`config.mk`:
```
export PLATFORM = sky130hd
export DESIGN_NAME = uart_tx_channel
export DESIGN_NICKNAME = d
export VERILOG_FILES = /design/src/verilog/uart_tx_pkg.sv /design/src/verilog/baud_bit_timer.sv /design/src/verilog/uart_tx_channel.sv
export SDC_FILE = /design/constraint.sdc
export NUM_CORES = 1
export LEC_CHECK = 0
export BUFFER_PORTS_ARGS = -buffer_cell sky130_fd_sc_hd__buf_2
export CAP_MARGIN = 40
export CORE_MARGIN = 2
export CORE_UTILIZATION = 60
export CTS_BUF_LIST = sky130_fd_sc_hd__clkbuf_4
export CTS_CLUSTER_DIAMETER = 200
export DETAILED_ROUTE_END_ITERATION = 16
export GPL_TIMING_DRIVEN = 0
export PLACE_DENSITY = 0.79
export SYNTH_ARGS = -nofsm -noshare
export SYNTH_HDL_FRONTEND = slang
export SYNTH_SLANG_ARGS = --single-unit
```
`constraint.sdc`:
```
create_clock -name sys_clk -period 4.09 [get_ports sys_clk]
set_clock_uncertainty 0.2 [all_clocks]
set_input_delay 0.818 -clock sys_clk [delete_from_list [all_inputs] [get_ports sys_clk]]
set_output_delay 0.818 -clock sys_clk [all_outputs]
set_load 0.01 [all_outputs]
```
`src/verilog/uart_tx_pkg.sv`:
```
// constants for the asynchronous serial transmit channel
// shared by the channel top and its bit timer; no other dependencies
package uart_tx_pkg;

  localparam int unsigned ADDR_W = 6;
  localparam int unsigned DATA_W = 16;

  // register byte addresses
  localparam logic [5:0] MODE_OFS     = 6'h00;
  localparam logic [5:0] FORMAT_OFS   = 6'h04;
  localparam logic [5:0] DATA_OFS     = 6'h08;
  localparam logic [5:0] INVERT_OFS   = 6'h0C;
  localparam logic [5:0] VALUE_OFS    = 6'h10;
  localparam logic [5:0] ENABLE_OFS   = 6'h14;
  localparam logic [5:0] START_OFS    = 6'h18;
  localparam logic [5:0] STOP_OFS     = 6'h1C;
  localparam logic [5:0] STATUS_OFS   = 6'h20;

  // reset values
  localparam logic [15:0] MODE_RST    = 16'h0020;
  localparam logic [15:0] FORMAT_RST  = 16'h0017;
  localparam logic [15:0] DATA_RST    = 16'h0000;
  localparam logic [15:0] INVERT_RST  = 16'h0000;
  localparam logic [15:0] VALUE_RST   = 16'h0F0F;
  localparam logic [15:0] ENABLE_RST  = 16'h0000;

  // mode register fields
  localparam int unsigned IRQ_SRC_BIT   = 0;
  localparam int unsigned OP_MODE_LSB   = 1;
  localparam int unsigned CLK_SRC_BIT   = 14;
  localparam int unsigned OP_CLK_BIT    = 15;

  // format register fields
  localparam int unsigned LEN_LSB       = 0;
  localparam int unsigned STOP_LSB      = 4;
  localparam int unsigned ORDER_BIT     = 7;
  localparam int unsigned PARITY_LSB    = 8;

  // data register fields
  localparam int unsigned PAYLOAD_W     = 9;
  localparam int unsigned DIV_LSB       = 9;
  localparam int unsigned DIV_W         = 7;
  localparam logic [6:0]  DIV_MIN       = 7'h02;

  // status register bits
  localparam int unsigned STAT_EN_BIT   = 0;
  localparam int unsigned STAT_BUSY_BIT = 1;
  localparam int unsigned STAT_FULL_BIT = 2;

  // codes
  localparam logic [1:0] LEN_9      = 2'h1;
  localparam logic [1:0] LEN_7      = 2'h2;
  localparam logic [1:0] PAR_NONE   = 2'h0;
  localparam logic [1:0] PAR_ZERO   = 2'h1;
  localparam logic [1:0] PAR_EVEN   = 2'h2;
  localparam logic [1:0] STOP_TWO   = 2'h2;
  localparam logic [3:0] BITS_7     = 4'h7;
  localparam logic [3:0] BITS_8     = 4'h8;
  localparam logic [3:0] BITS_9     = 4'h9;

  typedef enum logic [2:0] {
    ST_IDLE, ST_START, ST_DATA, ST_PARITY, ST_STOP
  } frame_state_t;

endpackage : uart_tx_pkg

```
`src/verilog/baud_bit_timer.sv`:
```
// bit period timer: counts channel operation ticks into transfer ticks
// assumes op_tick is a one-cycle enable pulse from the unit prescaler
`timescale 1ns/100ps
module baud_bit_timer (
  input  wire logic                    sys_clk,
  input  wire logic                    rst_b,
  input  wire logic                    run,
  input  wire logic                    op_tick,
  input  wire logic [uart_tx_pkg::DIV_W-1:0] divider,
  output logic                         bit_tick_reg
);
  import uart_tx_pkg::*;

  logic [7:0] count_reg;
  logic [7:0] last_count;

  // one bit lasts 2*(divider+1) operation ticks; divider clamped at minimum
  always_comb begin
    last_count = {(divider < DIV_MIN) ? DIV_MIN : divider, 1'b1};
  end

  always_ff @(posedge sys_clk or negedge rst_b) begin
    if (!rst_b) begin
      count_reg    <= 8'h00;
      bit_tick_reg <= 1'b0;
    end else if (!run) begin
      count_reg    <= 8'h00;
      bit_tick_reg <= 1'b0;
    end else if (op_tick) begin
      bit_tick_reg <= (count_reg == last_count);
      count_reg    <= (count_reg == last_count) ? 8'h00 : count_reg + 8'h01;
    end else begin
      bit_tick_reg <= 1'b0;
    end
  end

endmodule : baud_bit_timer

```
`src/verilog/uart_tx_channel.sv`:
```
// transmit channel of an asynchronous serial array unit
// assumes prescaler ticks come from logic on sys_clk (no synchroniser)
//
// Decided for this implementation: the strobed register port and the register addresses.
`timescale 1ns/100ps
module uart_tx_channel #(
  parameter int unsigned CHANNEL = 0,
  parameter bit          NINE_BIT_OK = 1'b1
) (
  input  wire logic                          sys_clk,
  input  wire logic                          rst_b,
  input  wire logic [uart_tx_pkg::ADDR_W-1:0] addr,
  input  wire logic [uart_tx_pkg::DATA_W-1:0] wdata,
  input  wire logic                          wr_stb,
  input  wire logic                          rd_stb,
  output logic      [uart_tx_pkg::DATA_W-1:0] rdata_reg,
  input  wire logic                          prescaler_clock_a,
  input  wire logic                          prescaler_clock_b,
  output logic                               txd_reg,
  output logic                               txd_oe_reg,
  output logic                               tx_irq_reg
);
  import uart_tx_pkg::*;

  // only eight channel bits fit below the clock output bits
  if (CHANNEL > 7) begin : g_bad_channel
    $error("CHANNEL must be 0 to 7");
  end

  logic [15:0]  channel_mode_reg;
  logic [15:0]  channel_format_reg;
  logic [15:0]  channel_data_baud_reg;
  logic [15:0]  unit_output_invert_reg;
  logic [15:0]  unit_output_value_reg;
  logic [15:0]  unit_output_enable_reg;
  logic         channel_enabled_reg;
  logic         pending_reg;
  logic [8:0]   shift_reg;
  logic [3:0]   index_reg;
  frame_state_t state_reg;
  logic         op_tick;
  logic         bit_tick;
  logic         load;
  logic         frame_end;
  logic         frame_bit;
  logic         inv;
  logic [3:0]   data_len;
  logic [3:0]   stop_len;
  logic [1:0]   parity_mode;

  function automatic logic wr_hit(input logic [5:0] ofs);
    wr_hit = wr_stb && (addr == ofs);
  endfunction : wr_hit

  function automatic logic [3:0] len_of(input logic [1:0] code);
    unique case (code)
      LEN_9:   len_of = NINE_BIT_OK ? BITS_9 : BITS_8;
      LEN_7:   len_of = BITS_7;
      default: len_of = BITS_8;
    endcase
  endfunction : len_of

  function automatic logic [8:0] mask_of(input logic [3:0] len);
    mask_of = 9'h1FF >> (4'h9 - len);
  endfunction : mask_of

  assign inv         = unit_output_invert_reg[CHANNEL];
  assign data_len    = len_of(channel_format_reg[LEN_LSB +: 2]);
  assign stop_len    = (channel_format_reg[STOP_LSB +: 2] == STOP_TWO) ?
                       4'h2 : 4'h1;
  assign parity_mode = channel_format_reg[PARITY_LSB +: 2];
  // operation clock from the selected prescaler output
  assign op_tick     = channel_mode_reg[OP_CLK_BIT] ?
                       prescaler_clock_b : prescaler_clock_a;
  assign load        = (state_reg == ST_IDLE) && pending_reg &&
                       channel_enabled_reg;
  assign frame_end   = (state_reg == ST_STOP) && bit_tick &&
                       (index_reg == stop_len - 4'h1);

  // transfer clock source bit 14 has only the divided setting
  baud_bit_timer u_timer (
    .sys_clk      (sys_clk),
    .rst_b        (rst_b),
    // timer runs from the load, so the start bit gets a full period
    .run          (state_reg != ST_IDLE || load),
    .op_tick      (op_tick),
    .divider      (channel_data_baud_reg[DIV_LSB +: DIV_W]),
    .bit_tick_reg (bit_tick)
  );

  // unencoded bit for the current frame position
  always_comb begin
    unique case (state_reg)
      ST_START:  frame_bit = 1'b0;
      ST_DATA:   frame_bit = channel_format_reg[ORDER_BIT] ?
                   shift_reg[index_reg] :
                   shift_reg[data_len - 4'h1 - index_reg];
      ST_PARITY: begin
        unique case (parity_mode)
          PAR_ZERO: frame_bit = 1'b0;
          PAR_EVEN: frame_bit = ^shift_reg;
          default:  frame_bit = ~^shift_reg;
        endcase
      end
      default:   frame_bit = 1'b1;
    endcase
  end

  // software registers; mode and format held as written
  always_ff @(posedge sys_clk or negedge rst_b) begin
    if (!rst_b) begin
      channel_mode_reg       <= MODE_RST;
      channel_format_reg     <= FORMAT_RST;
      channel_data_baud_reg  <= DATA_RST;
      unit_output_invert_reg <= INVERT_RST;
      unit_output_enable_reg <= ENABLE_RST;
    end else begin
      if (wr_hit(MODE_OFS)) begin
        channel_mode_reg <= wdata;
      end
      if (wr_hit(FORMAT_OFS)) begin
        channel_format_reg <= wdata;
      end
      if (wr_hit(DATA_OFS)) begin
        channel_data_baud_reg <= wdata;
      end
      if (wr_hit(INVERT_OFS)) begin
        unit_output_invert_reg <= wdata;
      end
      if (wr_hit(ENABLE_OFS)) begin
        unit_output_enable_reg <= wdata;
      end
    end
  end

  // channel enable: stop trigger wins over start in the same write
  always_ff @(posedge sys_clk or negedge rst_b) begin
    if (!rst_b) begin
      channel_enabled_reg <= 1'b0;
    end else if (wr_hit(STOP_OFS) && wdata[CHANNEL]) begin
      channel_enabled_reg <= 1'b0;
    end else if (wr_hit(START_OFS) && wdata[CHANNEL]) begin
      channel_enabled_reg <= 1'b1;
    end
  end

  // buffer full flag; a new write in the load cycle keeps it set
  always_ff @(posedge sys_clk or negedge rst_b) begin
    if (!rst_b) begin
      pending_reg <= 1'b0;
    end else if (wr_hit(DATA_OFS) && channel_enabled_reg) begin
      pending_reg <= 1'b1;
    end else if (load || !channel_enabled_reg) begin
      pending_reg <= 1'b0;
    end
  end

  // frame sequencer
  always_ff @(posedge sys_clk or negedge rst_b) begin
    if (!rst_b) begin
      state_reg <= ST_IDLE;
      index_reg <= 4'h0;
      shift_reg <= 9'h000;
    end else if (!channel_enabled_reg) begin
      state_reg <= ST_IDLE;
      index_reg <= 4'h0;
    end else if (load) begin
      shift_reg <= channel_data_baud_reg[PAYLOAD_W-1:0] & mask_of(data_len);
      state_reg <= ST_START;
      index_reg <= 4'h0;
    end else if (bit_tick) begin
      unique case (state_reg)
        ST_START: begin
          state_reg <= ST_DATA;
          index_reg <= 4'h0;
        end
        ST_DATA: begin
          if (index_reg == data_len - 4'h1) begin
            state_reg <= (parity_mode == PAR_NONE) ? ST_STOP : ST_PARITY;
            index_reg <= 4'h0;
          end else begin
            index_reg <= index_reg + 4'h1;
          end
        end
        ST_PARITY: begin
          state_reg <= ST_STOP;
          index_reg <= 4'h0;
        end
        ST_STOP: begin
          if (frame_end) begin
            state_reg <= ST_IDLE;
          end else begin
            index_reg <= index_reg + 4'h1;
          end
        end
        default: state_reg <= ST_IDLE;
      endcase
    end
  end

  // output value: software writes only while idle; while framing, hardware drives the channel bit and writes are dropped
  always_ff @(posedge sys_clk or negedge rst_b) begin
    if (!rst_b) begin
      unit_output_value_reg <= VALUE_RST;
    end else if (state_reg != ST_IDLE) begin
      unit_output_value_reg[CHANNEL] <= frame_bit ^ inv;
    end else if (wr_hit(VALUE_OFS)) begin
      unit_output_value_reg <= wdata;
    end
  end

  // pin drive straight from the held value and enable bits
  always_ff @(posedge sys_clk or negedge rst_b) begin
    if (!rst_b) begin
      txd_reg    <= 1'b1;
      txd_oe_reg <= 1'b0;
    end else begin
      txd_reg    <= unit_output_value_reg[CHANNEL];
      txd_oe_reg <= unit_output_enable_reg[CHANNEL];
    end
  end

  // transmit interrupt pulse, source chosen by mode bit 0
  always_ff @(posedge sys_clk or negedge rst_b) begin
    if (!rst_b) begin
      tx_irq_reg <= 1'b0;
    end else begin
      tx_irq_reg <= channel_mode_reg[IRQ_SRC_BIT] ? load : frame_end;
    end
  end

  // read port; unmapped addresses return zero
  always_ff @(posedge sys_clk or negedge rst_b) begin
    if (!rst_b) begin
      rdata_reg <= 16'h0000;
    end else if (rd_stb) begin
      unique case (addr)
        MODE_OFS:   rdata_reg <= channel_mode_reg;
        FORMAT_OFS: rdata_reg <= channel_format_reg;
        DATA_OFS:   rdata_reg <= channel_data_baud_reg;
        INVERT_OFS: rdata_reg <= unit_output_invert_reg;
        VALUE_OFS:  rdata_reg <= unit_output_value_reg;
        ENABLE_OFS: rdata_reg <= unit_output_enable_reg;
        STATUS_OFS: begin
          rdata_reg <= 16'h0000;
          rdata_reg[STAT_EN_BIT]   <= channel_enabled_reg;
          rdata_reg[STAT_BUSY_BIT] <= state_reg != ST_IDLE;
          rdata_reg[STAT_FULL_BIT] <= pending_reg;
        end
        default:    rdata_reg <= 16'h0000;
      endcase
    end
  end

  a_start_level: assert property (
    @(posedge sys_clk) disable iff (!rst_b)
    (state_reg == ST_START && $past(state_reg) == ST_START)
      |-> unit_output_value_reg[CHANNEL] == inv)
    else $error("start bit level wrong");

  a_stop_level: assert property (
    @(posedge sys_clk) disable iff (!rst_b)
    (state_reg == ST_STOP && $past(state_reg) == ST_STOP)
      |-> unit_output_value_reg[CHANNEL] == !inv)
    else $error("stop bit level wrong");

  a_zero_parity: assert property (
    @(posedge sys_clk) disable iff (!rst_b)
    (state_reg == ST_PARITY && $past(state_reg) == ST_PARITY &&
     parity_mode == PAR_ZERO) |-> unit_output_value_reg[CHANNEL] == inv)
    else $error("zero parity bit wrong");

  a_start_enables: assert property (
    @(posedge sys_clk) disable iff (!rst_b)
    (wr_stb && addr == START_OFS && wdata[CHANNEL])
      |=> channel_enabled_reg)
    else $error("start trigger did not enable");

  a_stop_halts: assert property (
    @(posedge sys_clk) disable iff (!rst_b)
    (wr_stb && addr == STOP_OFS && wdata[CHANNEL])
      |=> !channel_enabled_reg ##1 state_reg == ST_IDLE)
    else $error("stop trigger did not halt");

  a_oe_follow: assert property (
    @(posedge sys_clk) disable iff (!rst_b)
    (wr_stb && addr == ENABLE_OFS)
      |=> ##1 txd_oe_reg == $past(wdata[CHANNEL], 2))
    else $error("output enable not applied");

  a_value_write: assert property (
    @(posedge sys_clk) disable iff (!rst_b)
    (wr_stb && addr == VALUE_OFS && state_reg == ST_IDLE && !load)
      |=> ##1 txd_reg == $past(wdata[CHANNEL], 2))
    else $error("line value write not driven");

  a_irq_source: assert property (
    @(posedge sys_clk) disable iff (!rst_b)
    (tx_irq_reg && !channel_mode_reg[IRQ_SRC_BIT] &&
     !$past(wr_hit(MODE_OFS))) |-> $past(state_reg) == ST_STOP)
    else $error("transfer end interrupt out of place");

  a_tick_source: assert property (
    @(posedge sys_clk) disable iff (!rst_b)
    bit_tick |-> $past(op_tick) && $past(state_reg) != ST_IDLE)
    else $error("transfer tick without operation tick");

  a_nine_bit: assert property (
    @(posedge sys_clk) disable iff (!rst_b)
    !NINE_BIT_OK |-> data_len != BITS_9)
    else $error("nine bit length on incapable channel");

  a_load_starts: assert property (
    @(posedge sys_clk) disable iff (!rst_b)
    load |=> state_reg == ST_START && index_reg == 4'h0)
    else $error("load did not open a frame");

  a_load_empties: assert property (
    @(posedge sys_clk) disable iff (!rst_b)
    (load && !wr_hit(DATA_OFS)) |=> !pending_reg)
    else $error("buffer still full after load");

endmodule : uart_tx_channel

```
# Yosys cells after proc, flatten, opt, wreduce, memory -nomap -nowiden
# Cells that the tools add are included.
dict set report classes {
  mux 37
  shift 1
  n_eq_ne 26
  n_lt_le_gt_ge 3
  addsub 6
  n_reduce_logical 32
  n_bitwise 3
}
# op n
set ops {}
lappend ops {{case mux 16 bit (7 select lines)} 1}
lappend ops {{== test 6 x 5 -> 1 bit, second input constant} 4}
lappend ops {{2-to-1 mux 8 bit} 3}
lappend ops {{2-to-1 mux 4 bit} 5}
lappend ops {{2-to-1 mux 3 bit} 6}
lappend ops {{logical AND 1 bit} 15}
lappend ops {{2-to-1 mux 1 bit} 13}
lappend ops {{== test 6 x 4 -> 1 bit, second input constant} 2}
lappend ops {{inequality test 4 bit, second input constant} 3}
lappend ops {{case mux 3 bit (4 select lines)} 1}
lappend ops {{case mux 4 bit (3 select lines)} 1}
lappend ops {{< comparator 4 x 5 -> 1 bit, second input constant} 2}
lappend ops {{AND 9 bit} 1}
lappend ops {{XNOR reduction 9 bit} 1}
lappend ops {{parity 9 bit} 1}
lappend ops {{>> shifter 9 x 4 -> 9 bit, first input constant} 1}
lappend ops {{adder 8 x 1 -> 8 bit, second input constant} 1}
lappend ops {{binary-select mux 1 bit (select 4 bit)} 2}
lappend ops {{== test 4 bit} 2}
lappend ops {{== test 8 bit} 1}
lappend ops {{case mux 4 bit (2 select lines)} 1}
lappend ops {{< comparator 7 x 2 -> 1 bit, second input constant} 1}
lappend ops {{2-to-1 mux 7 bit} 1}
lappend ops {{== test 2 bit, second input constant} 3}
lappend ops {{29 further kinds} 36}
dict set report word_totals {
  reg_bits 142
  out_inout_bits 19
  input_bits 28
  elab_cells 126
}

# Logic depth before layout (Yosys ltp)
# Gate-level depths: netlist (run 1).
dict set report depth {
  word_depth 10
  ltp_mapped 11
  ltp_nobuf 11
}

# By module
# From an unflattened synthesis (run 1), not the netlist that was laid out.
dict set report hier_totals {
  cells_unflattened 601
  hier_area_um2 7111.8
}
# mod n_inst area_each_um2 seq_area_each_um2 cells_each
set modules_own_cells {}
lappend modules_own_cells {uart_tx_channel 1 6511.2 3345.7 536}
lappend modules_own_cells {baud_bit_timer 1 600.6 225.2 65}

# Least setup slack after synthesis (run 1)
# Ideal clock, no wire load.
dict set report synth_path {
  path_type {register to register}
  start {register channel_format_reg[0]}
  end {register unit_output_value_reg[0]}
  setup_slack_ps 1240
  arrival_ps 2568
  t_required_ps 3808
  n_path_buf 0
  setup_time_ps 82
  stages_incl_launch_ff 12
  period_less_slack_ps 2850
  cell_sequence {dfstp_2 inv_1 ha_1 inv_1 ha_1 fa_1 mux4_2 mux2i_1 o21ai_0 a21o_1 a32o_1 nor3_1}
}
dict set report synth_via {
  elab_chain_cells 10
  word_cells_on_any_way 11
  classes_between {add/sub: 2; eq/ne: 2; mux: 6; bitwise: 1}
}
# element line_no
set synth_lines {}
lappend synth_lines {{start, declared} uart_tx_channel.sv:31} ;# logic [15:0] channel_format_reg;
lappend synth_lines {{start signal, assigned} uart_tx_channel.sv:122} ;# channel_format_reg <= wdata;
lappend synth_lines {{== test 2 bit / == test 2 x 1 -> 1 bit (equally long branches)} uart_tx_channel.sv:56} ;# unique case (code)
lappend synth_lines {{case mux 4 bit (2 select lines) (*)} uart_tx_channel.sv:56}
lappend synth_lines {{subtractor 4 x 1 -> 4 bit (*)} uart_tx_channel.sv:97} ;# shift_reg[data_len - 4'h1 - index_reg];
lappend synth_lines {{subtractor 4 bit (*)} uart_tx_channel.sv:97}
lappend synth_lines {{binary-select mux 1 bit (select 4 bit) (*)} uart_tx_channel.sv:97}
lappend synth_lines {{2-to-1 mux 1 bit (implied by the code) (*)} uart_tx_channel.sv:97}
lappend synth_lines {{2-to-1 mux 1 bit (*)} uart_tx_channel.sv:95} ;# ST_DATA: frame_bit = channel_format_reg[ORDER_BIT] ?
lappend synth_lines {{case mux 1 bit (3 select lines) (*)} uart_tx_channel.sv:93} ;# unique case (state_reg)
lappend synth_lines {{bitwise XOR 1 bit (*)} uart_tx_channel.sv:206} ;# unit_output_value_reg[CHANNEL] <= frame_bit ^ inv;
lappend synth_lines {{2-to-1 mux 1 bit (*)} uart_tx_channel.sv:205} ;# end else if (state_reg != ST_IDLE) begin
lappend synth_lines {{end signal, assigned by index} uart_tx_channel.sv:206}
lappend synth_lines {{end signal, assigned} uart_tx_channel.sv:208} ;# unit_output_value_reg <= wdata;
lappend synth_lines {{end, declared} uart_tx_channel.sv:34} ;# logic [15:0] unit_output_value_reg;
# Every way passes the cells marked *; elsewhere a longest branch is shown, timed or not. The select of a mux whose other input is x is not followed.
# A chain may end at the register's enable or synchronous reset.

# Final worst setup path (run 1)
# Same ends and word-level chain as after synthesis.

==> flow_metrics.py, run 1 <==
metrics = {
    "global_routing": {
        "grt_pass1_vias": 5126,
        "grt_max_degree": 79,
        "grt_first_pass_wirelength_um": 26600,
        "grt_overflow": 0,
        "grtUsageTotal": 0.277,
        "grt_antenna_before_repair": 0,
    },
    "drt": {
        "drc": 0,
        "firstDrtPassIters": 5,
        "wl_per_cell_um": 20.5,
        "wirelength_um": 16300,
        "via_per_inst": 6.26,
        "dr.first_iter.drc_count": 461,
        "num_vias": 4997,
        "ant_nets": 0,
    },
    "worst_setup_path": {
        "start_kind": "flip-flop",
        "critPathCaptureType": "flip-flop",
        "r2r_start": "channel_format_reg[0]",
        "path_class": "reg -> reg",
        "required_ns": 4.37,
        "cp_max_fo": 5,
        "cp-startpoint": "channel_format_reg[0]",
        "critPathArrivalTime_ns": 3.46,
    },
    "sta": {
        "setup_viol": 0,
        "timing.fmax_ghz": 0.315,
        "fin_crit_ns": 3.18,
        "tightest_slew_ns": 0.815,
        "finalHoldViolations": 0,
        "period_share": 0.776,
        "rsz0062_at_grt": "no",
        "whs_ns": 0.0392,
        "fin_tns_setup_ns": 0,
        "slew-limit-headroom": 0.454,
        "drv_slew": 0,
    },
    "clock_tree": {
        "cts_buffers": 17,
        "post-cts-setup-buffers": 0,
        "clkSlewWorstSetupHoldPaths_ns": 0.12,
        "htreeDepth": 4,
        "cts_max_path_buffers": 2,
        "cts_hold_buf": 0,
        "cts_root_buffer": "clkbuf_4",
        "cts.sinks": 142,
        "cts_resized": 0,
        "tritoncts": "done",
        "clkLatencyLatePin_ns": 0.55,
    },
    "place": {
        "dp_hpwl_um": 11400,
        "io_buffers": 44,
        "dp_cells": 766,
        "place.gp.congestion": 0.882,
        "dpl-instance-area_um2": 7340,
    },
    "run_status": {
        "outcome": "finished clean",
    },
    "logic_synthesis": {
        "synth.ff_latch_count": 142,
        "synth_compound_area_frac": 0.117,
        "ys_warn_count": 0,
        "ys_types": 59,
        "synthArstFlopShare": 1.00,
        "synthCells": 578,
        "synth_flop_cell": "dfrtp_1",
        "synth_area_um2": 6910,
        "ys_seq_area_frac": 0.517,
        "synth_xor_area_frac": 0.0299,
        "syn_area_per_cell_um2": 11.9,
        "post_synth_fa_ha_maj_area_fraction": 0.0210,
        "synth_simple_gate_area_frac": 0.0975,
        "syn_nets": 617,
        "synth-edff-count": 0,
        "yosys-mux-area-fraction": 0.189,
        "synth_top_family_by_area": "multiplexers",
    },
    "cells_and_area": {
        "area_growth_pct": 10.5,
        "drive_gt1_frac": 0.336,
        "seqCellArea_um2": 3570,
        "multiInputGateArea_um2": 3140,
        "final_cells": 798,
        "antenna_cells": 0,
        "fin_area_um2": 7630,
        "fin_util": 0.674,
        "fillers": 850,
        "nNetsFinal": 681,
    },
    "power": {
        "vdd_drop_max_uv": 254,
        "p_leak_uw": 0.00350,
        "power_density_nw_per_um2": 387,
    },
    "die": {
        "rows": 39,
        "fp.coreArea_um2": 11300,
        "io_pins": 47,
        "die_w_um": 111,
        "die_h_um": 111,
        "initial_utilization": 0.610,
        "die_area_um2": 12400,
    },
    "worst_hold_path": {
        "hp-class": "in -> async",
    },
    "flow_run": {
        "cap_violations": 0,
    },
}
[per-layer routing]
layer,GRT usage,share of wire
met2,0.452,0.49
met4,0.115,0.021
met1,0.366,0.41
met5,0,0
met3,0.0563,0.076
[cell usage after synthesis (3+ instances only)]
| cell type | instances | area, um2 |
|---|---|---|
| a21oi_1 | 18 | 90.1 |
| a221oi_1 | 3 | 26.3 |
| a222oi_1 | 5 | 50.1 |
| a22oi_1 | 27 | 203 |
| a31oi_1 | 11 | 68.8 |
| a41oi_1 | 9 | 78.8 |
| and2_1 | 4 | 25.0 |
| and3_1 | 5 | 31.3 |
| buf_2 | 14 | 70.1 |
| clkbuf_1 | 9 | 33.8 |
| dfrtp_1 | 128 | 3200 |
| dfstp_2 | 14 | 368 |
| ha_1 | 10 | 125 |
| inv_1 | 16 | 60.1 |
| mux2_2 | 85 | 957 |
| mux2_4 | 10 | 150 |
| mux2i_1 | 13 | 130 |
| mux4_2 | 3 | 67.6 |
| nand2_1 | 37 | 139 |
| nand2_2 | 3 | 18.8 |
| nand3_1 | 6 | 30.0 |
| nand4_1 | 5 | 31.3 |
| nor2_1 | 37 | 139 |
| nor2_2 | 3 | 18.8 |
| nor2b_1 | 4 | 25.0 |
| nor3_1 | 3 | 15.0 |
| nor4_1 | 4 | 25.0 |
| o21ai_0 | 22 | 110 |
| o22ai_1 | 3 | 18.8 |
| o31ai_1 | 4 | 30.0 |
| or3_1 | 5 | 31.3 |
| or4_1 | 3 | 22.5 |
| xnor2_1 | 9 | 78.8 |
| xor2_1 | 12 | 105 |
[worst max-delay path, cell delays in order, from the launching register on]
cell and delay (ns):
dfstp_2 0.59, inv_1 0.06, ha_1 0.27, inv_1 0.05, ha_1 0.20, fa_1 0.56
mux4_2 0.31, mux2i_1 0.14, o21ai_0 0.12, a21o_1 0.22, a221oi_1 0.29, nor3_1 0.11
[cells by family after synthesis]
kind of cell,Yosys count
xor+xnor,22
fa+ha+maj,11
compound gates,118
simple gates,131
mux,111
flops,142
buf+inv,43
[final timing paths]
| kind | slack (ns) | depth (start not counted) | to |
|---|---|---|---|
| max in group asynchronous | 2.84 | 2 | channel_format_reg[2] |
| min in group sys_clk | 0.21 | 0 | txd_reg |
| worst min register to register | 0.21 | 0 | txd_reg |
| worst min-delay path | 0.04 | 1 | u_timer.count_reg[2] |
| worst max-delay path | 0.91 | 11 | unit_output_value_reg[0] |
| worst max register to register | 0.91 | 11 | unit_output_value_reg[0] |
[where the power goes]
group | total [uW] | switching (uW) | internal (uW)
clock | 928 | 499 | 429
sequential | 1660 | 102 | 1560
combinational | 364 | 182 | 182
[through the flow]
stage                     power, uW  worst slack (ns)
after detailed placement       2050             0.931
after global routing           3080             0.813
after floorplan                1890              1.24
final                          2950             0.914
after global placement         2020             0.162
after CTS                      2960             0.951
[cell usage in the layout, fill, tap and decap left out, types with 6 or more instances in the layout]
| master | synthesis | final |
|---|---|---|
| a41oi_1 | 9 | 9 |
| a21oi_1 | 18 | 18 |
| dfstp_2 | 14 | 14 |
| nor2_1 | 37 | 37 |
| inv_1 | 16 | 16 |
| mux2_4 | 10 | 10 |
| o21ai_0 | 22 | 22 |
| xor2_1 | 12 | 12 |
| nand2_1 | 37 | 37 |
| clkbuf_1 | 9 | 9 |
| dfrtp_1 | 128 | 128 |
| buf_2 | 14 | 57 |
| a22oi_1 | 27 | 27 |
| ha_1 | 10 | 10 |
| clkbuf_4 | 0 | 19 |
| mux2_2 | 85 | 85 |
| mux2i_1 | 13 | 13 |
| xnor2_1 | 9 | 9 |
| a31oi_1 | 11 | 11 |
| nand3_1 | 6 | 6 |
[layout make-up]
type / count / area share
inverter: 17 / 0.00836
timing repair buffer: 45 / 0.0333
multi-input combinational: 393 / 0.412
tap: 143 / 0.0235
clock inverter: 13 / 0.0194
clock buffer: 19 / 0.0187
buffer: 26 / 0.0171
sequential: 142 / 0.468
Note: power is estimated with default switching activity, not from simulation.
==> run 2: changes to the inputs <==
- clock period: 4.09 -> 3.2 ns (I/O delays scaled with it)
==> run 2 against run 1 <==
  * Via count rose by 0.76%
  * Count of clock-buffer cells in the layout did not move
  * Cell area rose by 0.44%
  * Die area did not move
  * Total power rose by 28%
  * Critical path depth did not move
  * Critical endpoint unchanged
  * Largest cell class unchanged
  * Largest power group unchanged
==> flow_metrics.py, run 2 (synthesis results as in run 1) <==
metrics = {
    "worst_setup_path": {
        "required_ns": 3.46,
        "start_kind": "flip-flop",
        "path_class": "reg -> reg",
        "r2r_start": "channel_format_reg[0]",
        "cpMaxStageDelayCell": "fa_2",
        "critPathArrivalTime_ns": 3.39,
        "critPathCaptureType": "flip-flop",
        "crit_chain": "inv_1, ha_1, inv_1, ha_1, fa_2, mux4_2, mux2i_1, o21ai_0, a21o_1, a32o_1, nor3_1",
        "cp_max_fo": 3,
        "slowest_delay_ns": 0.57,
        "cp-startpoint": "channel_format_reg[0]",
    },
    "clock_tree": {
        "cts_root_buffer": "clkbuf_4",
        "cts_buffers": 17,
        "clkSlewWorstSetupHoldPaths_ns": 0.12,
        "htreeDepth": 4,
        "tritoncts": "done",
        "cts.sinks": 142,
        "cts_max_path_buffers": 2,
        "clkLatencyLatePin_ns": 0.53,
    },
    "cells_and_area": {
        "multiInputGateArea_um2": 3150,
        "fillers": 846,
        "mostFrequentLayoutCells": "128 x dfrtp_1, 85 x mux2_2, 57 x buf_2, 37 x nor2_1, 37 x nand2_1",
        "fin_util": 0.677,
        "fin_area_um2": 7660,
        "final_cells": 801,
        "antenna_cells": 0,
        "area_growth_pct": 11.0,
        "nNetsFinal": 684,
        "final_common_cell": "dfrtp_1",
        "seqCellArea_um2": 3570,
        "drive_gt1_frac": 0.340,
    },
    "drt": {
        "wirelength_um": 16400,
        "via_per_inst": 6.29,
        "drc": 0,
        "num_vias": 5035,
        "firstDrtPassIters": 7,
        "ant_nets": 0,
        "dr.first_iter.drc_count": 446,
        "wl_per_cell_um": 20.5,
    },
    "power": {
        "p_leak_uw": 0.00351,
        "p_total_uw": 3780,
        "p_sw_uw": 1000,
        "swShare": 0.265,
        "p_int_uw": 2780,
        "combPwrFrac": 0.126,
        "vdd_drop_max_uv": 326,
        "power_density_nw_per_um2": 493,
        "seq_power_share": 0.561,
        "clock_power_share": 0.313,
    },
    "global_routing": {
        "grt_first_pass_wirelength_um": 26700,
        "grt_antenna_before_repair": 0,
        "grt_overflow": 0,
        "grt_max_degree": 79,
        "grtUsageTotal": 0.278,
        "grt_pass1_vias": 5129,
    },
    "sta": {
        "rsz0062_at_grt": "no",
        "fin_crit_ns": 3.13,
        "setup_viol": 0,
        "slew-limit-headroom": 0.469,
        "period_share": 0.978,
        "timing.fmax_ghz": 0.319,
        "fin_tns_setup_ns": 0,
        "tightest_slew_ns": 0.792,
        "finalHoldViolations": 0,
        "drv_slew": 0,
    },
    "flow_run": {
        "cap_violations": 0,
    },
    "worst_hold_path": {
        "hp-class": "reg -> reg",
        "hold_start": "unit_output_value_reg[0]",
    },
    "die": {
        "fp.coreArea_um2": 11300,
        "die_w_um": 111,
        "die_h_um": 111,
        "rows": 39,
        "io_pins": 47,
        "die_area_um2": 12400,
        "initial_utilization": 0.610,
    },
    "place": {
        "place.gp.congestion": 0.882,
        "dp_cells": 766,
        "dpl-instance-area_um2": 7340,
        "dp_hpwl_um": 11400,
        "io_buffers": 44,
    },
    "run_status": {
        "outcome": "finished clean",
    },
}
[run 2: changes by cell type in the layout (fill, tap and decap cells not counted), sizes merged]
cell         previous run  this run
dlygate4sd3             0         1
buf                    62        64
[run 2: stage by stage]
| step | hold slack (ns) | setup WS [ns] |
|---|---|---|
| finish | 0.207 | 0.0691 |
| global route | 0.165 | 0.0182 |
| CTS | 0.164 | 0.0610 |
| detailed placement | 0.188 | 0.0846 |
| global placement | 0.182 | -0.550 |
| floorplan | 0.144 | 0.350 |
[run 2: timing repair]
action | CTS | global route
buffers inserted | 0 | 2
hold buffers | 1 | 0
endpoints found under the hold margin | 61 | 0
gates resized for setup | 0 | 2
setup endpoints to repair | 0 | 1
[run 2: area by class of cell]
class / count / area share
clock buffers: 19 / 0.0186
multi-input cells: 393 / 0.411
clock inverters: 13 / 0.0193
plain buffers: 26 / 0.0170
well taps: 143 / 0.0234
inverters: 17 / 0.00833
repair buffers: 48 / 0.0364
flip-flops and latches: 142 / 0.466
[run 2: path summary, 6_finish.rpt]
check                                            to  slack (ns)  depth (start not counted)
hold reg to reg                             txd_reg        0.21                          0
setup reg to reg           unit_output_value_reg[0]        0.07                         11
max in group asynchronous     channel_format_reg[2]        1.54                          3
hold / removal                              txd_reg        0.21                          0
min in group asynchronous      u_timer.count_reg[2]        0.45                          2
setup / recovery           unit_output_value_reg[0]        0.07                         11
[run 2: worst max-delay path: cells and delay by family, from the launching register on]
family                   cells  cell delay (ns)
AO/OA/AOI/OAI                3             0.57
adder cells (fa/ha/maj)      3             1.04
buffers and inverters        2             0.10
flip-flops                   1             0.56
multiplexers                 2             0.43
AND/OR/NAND/NOR              1             0.15
[run 2: routing by layer]
layer	vias to the layer above	GRT usage	part of all wire	routed length [um]
met2	206	0.452	0.50	8220
met4	0	0.115	0.014	234
li1	2271	-	-	-
met5	-	0	0	0
met1	2535	0.366	0.42	6900
met3	23	0.0569	0.065	1060
[run 2: power by group through the flow]
stage / clock, uW / combinational, uW / sequential (uW)
2_1_floorplan: 0 / 305 / 2110
3_3_place_gp: 0 / 439 / 2140
3_5_place_dp: 0 / 467 / 2150
4_1_cts: 1200 / 471 / 2120
5_1_grt: 1280 / 523 / 2140
6_report: 1180 / 475 / 2120
==> run 3: changes to the inputs <==
- REMOVE_ABC_BUFFERS: not set -> 1
==> run 3 against run 2 <==
  * Critical path depth unchanged
  * Final cell count decreased by 2.5%
  * Via count down 2.1%
  * Routed wire length fell by 3.4%
  * Count of clock-buffer cells in the layout fell by 1
  * Critical path type unchanged
  * Critical endpoint unchanged
  * Largest power group unchanged
==> flow_metrics.py, run 3 (synthesis results as in run 1) <==
metrics = {
    "run_status": {
        "outcome": "finished clean",
    },
    "worst_hold_path": {
        "hold_start": "wdata[3]",
        "hp-class": "in -> reg",
    },
    "worst_setup_path": {
        "cpMostUsedCell": "inv_1",
        "crit_chain": "inv_1, ha_1, inv_1, ha_2, fa_2, mux4_2, mux2i_1, o21ai_1, a21o_1, a32o_1, nor3_2",
        "slowest_delay_ns": 0.58,
        "path_class": "reg -> reg",
        "rr_worst_depth": 11,
        "r2r_start": "channel_format_reg[0]",
        "cp-startpoint": "channel_format_reg[0]",
        "r2r_setup_slack_ns": 0.14,
        "start_kind": "flip-flop",
        "required_ns": 3.48,
        "critPathCaptureType": "flip-flop",
        "r2r-end": "unit_output_value_reg[0]",
        "cpMaxStageDelayCell": "fa_2",
        "critPathArrivalTime_ns": 3.34,
        "crit_path_end": "unit_output_value_reg[0]",
        "cp_max_fo": 3,
    },
    "cells_and_area": {
        "mostFrequentLayoutCells": "128 x dfrtp_1, 85 x mux2_2, 45 x buf_2, 37 x nor2_1, 37 x nand2_1",
        "fillers": 854,
        "fin_util": 0.673,
        "final_common_cell": "dfrtp_1",
        "nNetsFinal": 664,
        "area_growth_pct": 10.4,
        "drive_gt1_frac": 0.337,
        "antenna_cells": 0,
    },
    "die": {
        "fp.coreArea_um2": 11300,
        "initial_utilization": 0.610,
        "io_pins": 47,
        "die_area_um2": 12400,
        "rows": 39,
        "die_h_um": 111,
        "die_w_um": 111,
    },
    "power": {
        "p_total_uw": 3800,
        "vdd_drop_max_uv": 424,
        "p_leak_uw": 0.00347,
        "power_density_nw_per_um2": 498,
    },
    "clock_tree": {
        "clkSlewWorstSetupHoldPaths_ns": 0.13,
        "cts_root_buffer": "clkbuf_4",
        "clkLatencyLatePin_ns": 0.55,
        "cts_max_path_buffers": 2,
        "htreeDepth": 4,
        "cts_buffers": 17,
        "cts.sinks": 142,
        "tritoncts": "done",
    },
    "sta": {
        "period_share": 0.956,
        "setup_slack_ns": 0.140,
        "finalHoldViolations": 0,
        "rsz0062_at_grt": "no",
        "drv_slew": 0,
        "tightest_slew_ns": 0.788,
        "fin_crit_ns": 3.06,
        "timing.fmax_ghz": 0.327,
        "setup_viol": 0,
        "slew-limit-headroom": 0.472,
    },
    "drt": {
        "wl_per_cell_um": 20.3,
        "ant_nets": 0,
        "drc": 0,
        "via_per_inst": 6.31,
        "firstDrtPassIters": 5,
        "num_vias": 4930,
        "dr.first_iter.drc_count": 353,
        "wirelength_um": 15900,
    },
    "global_routing": {
        "grt_pass1_vias": 4990,
        "grtUsageTotal": 0.270,
        "grt_antenna_before_repair": 0,
        "grt_max_degree": 85,
        "grt_overflow": 0,
        "grt_first_pass_wirelength_um": 26100,
    },
    "flow_run": {
        "cap_violations": 0,
    },
    "place": {
        "place.gp.congestion": 0.910,
        "dp_slack_ns": -0.158,
        "io_buffers": 46,
        "dp_hpwl_um": 10500,
    },
}
[run 3: layout make-up]
class,instances,area (um2),share of cell area
inverters,17,63.8,0.00837
multi-input cells,393,3160,0.414
flip-flops and latches,142,3570,0.469
well taps,143,179,0.0235
clock inverters,14,165,0.0217
clock buffers,18,135,0.0177
repair buffers,54,350,0.0460
[run 3: worst max-delay path: cells and delay by family (launching register included)]
family	cells	cell delay, ns
muxes	2	0.48
and+or+nand+nor	1	0.10
buffers and inverters	2	0.08
adders and majority gates	3	1.03
AOI/OAI and AO/OA	3	0.54
DFF	1	0.57
[run 3: per-layer routing]
layer	wire (um)	part of all wire	track usage
met4	312	0.020	0.0996
met5	0	0	0
met1	6450	0.41	0.341
met3	848	0.053	0.0612
met2	8250	0.52	0.457
[run 3: stage by stage]
step / TNS, ns / hold slack (ns) / area [um2] / instances
floorplan: 0 / 0.144 / 6780 / 552
global placement: -86.57 / 0.179 / 7180 / 741
detailed placement: -4.43 / 0.179 / 7280 / 746
CTS: 0 / 0.169 / 7590 / 779
global route: 0 / 0.158 / 7620 / 781
finish: 0 / 0.178 / 7620 / 781
[run 3: power breakdown]
group          switching, uW  internal [uW]  total (uW)
logic                    226            237         463
registers                131           1990        2120
clock network            661            551        1210
total                   1020           2780        3800
[run 3: what timing repair did]
action | CTS | global route
buffers inserted | 0 | 2
resized for setup | 0 | 5
hold endpoints to repair | 55 | 0
setup endpoints to repair | 0 | 1
hold buffers | 1 | 0
[run 3: worst min-delay path by stage]
stage,depth (start not counted),slack (ns),to
after floorplan,0,0.14,channel_data_baud_reg[0]
after global placement,0,0.18,txd_reg
after detailed placement,0,0.18,txd_reg
after CTS,2,0.17,unit_output_invert_reg[3]
after global routing,2,0.16,unit_output_enable_reg[12]
final,2,0.18,unit_output_invert_reg[3]
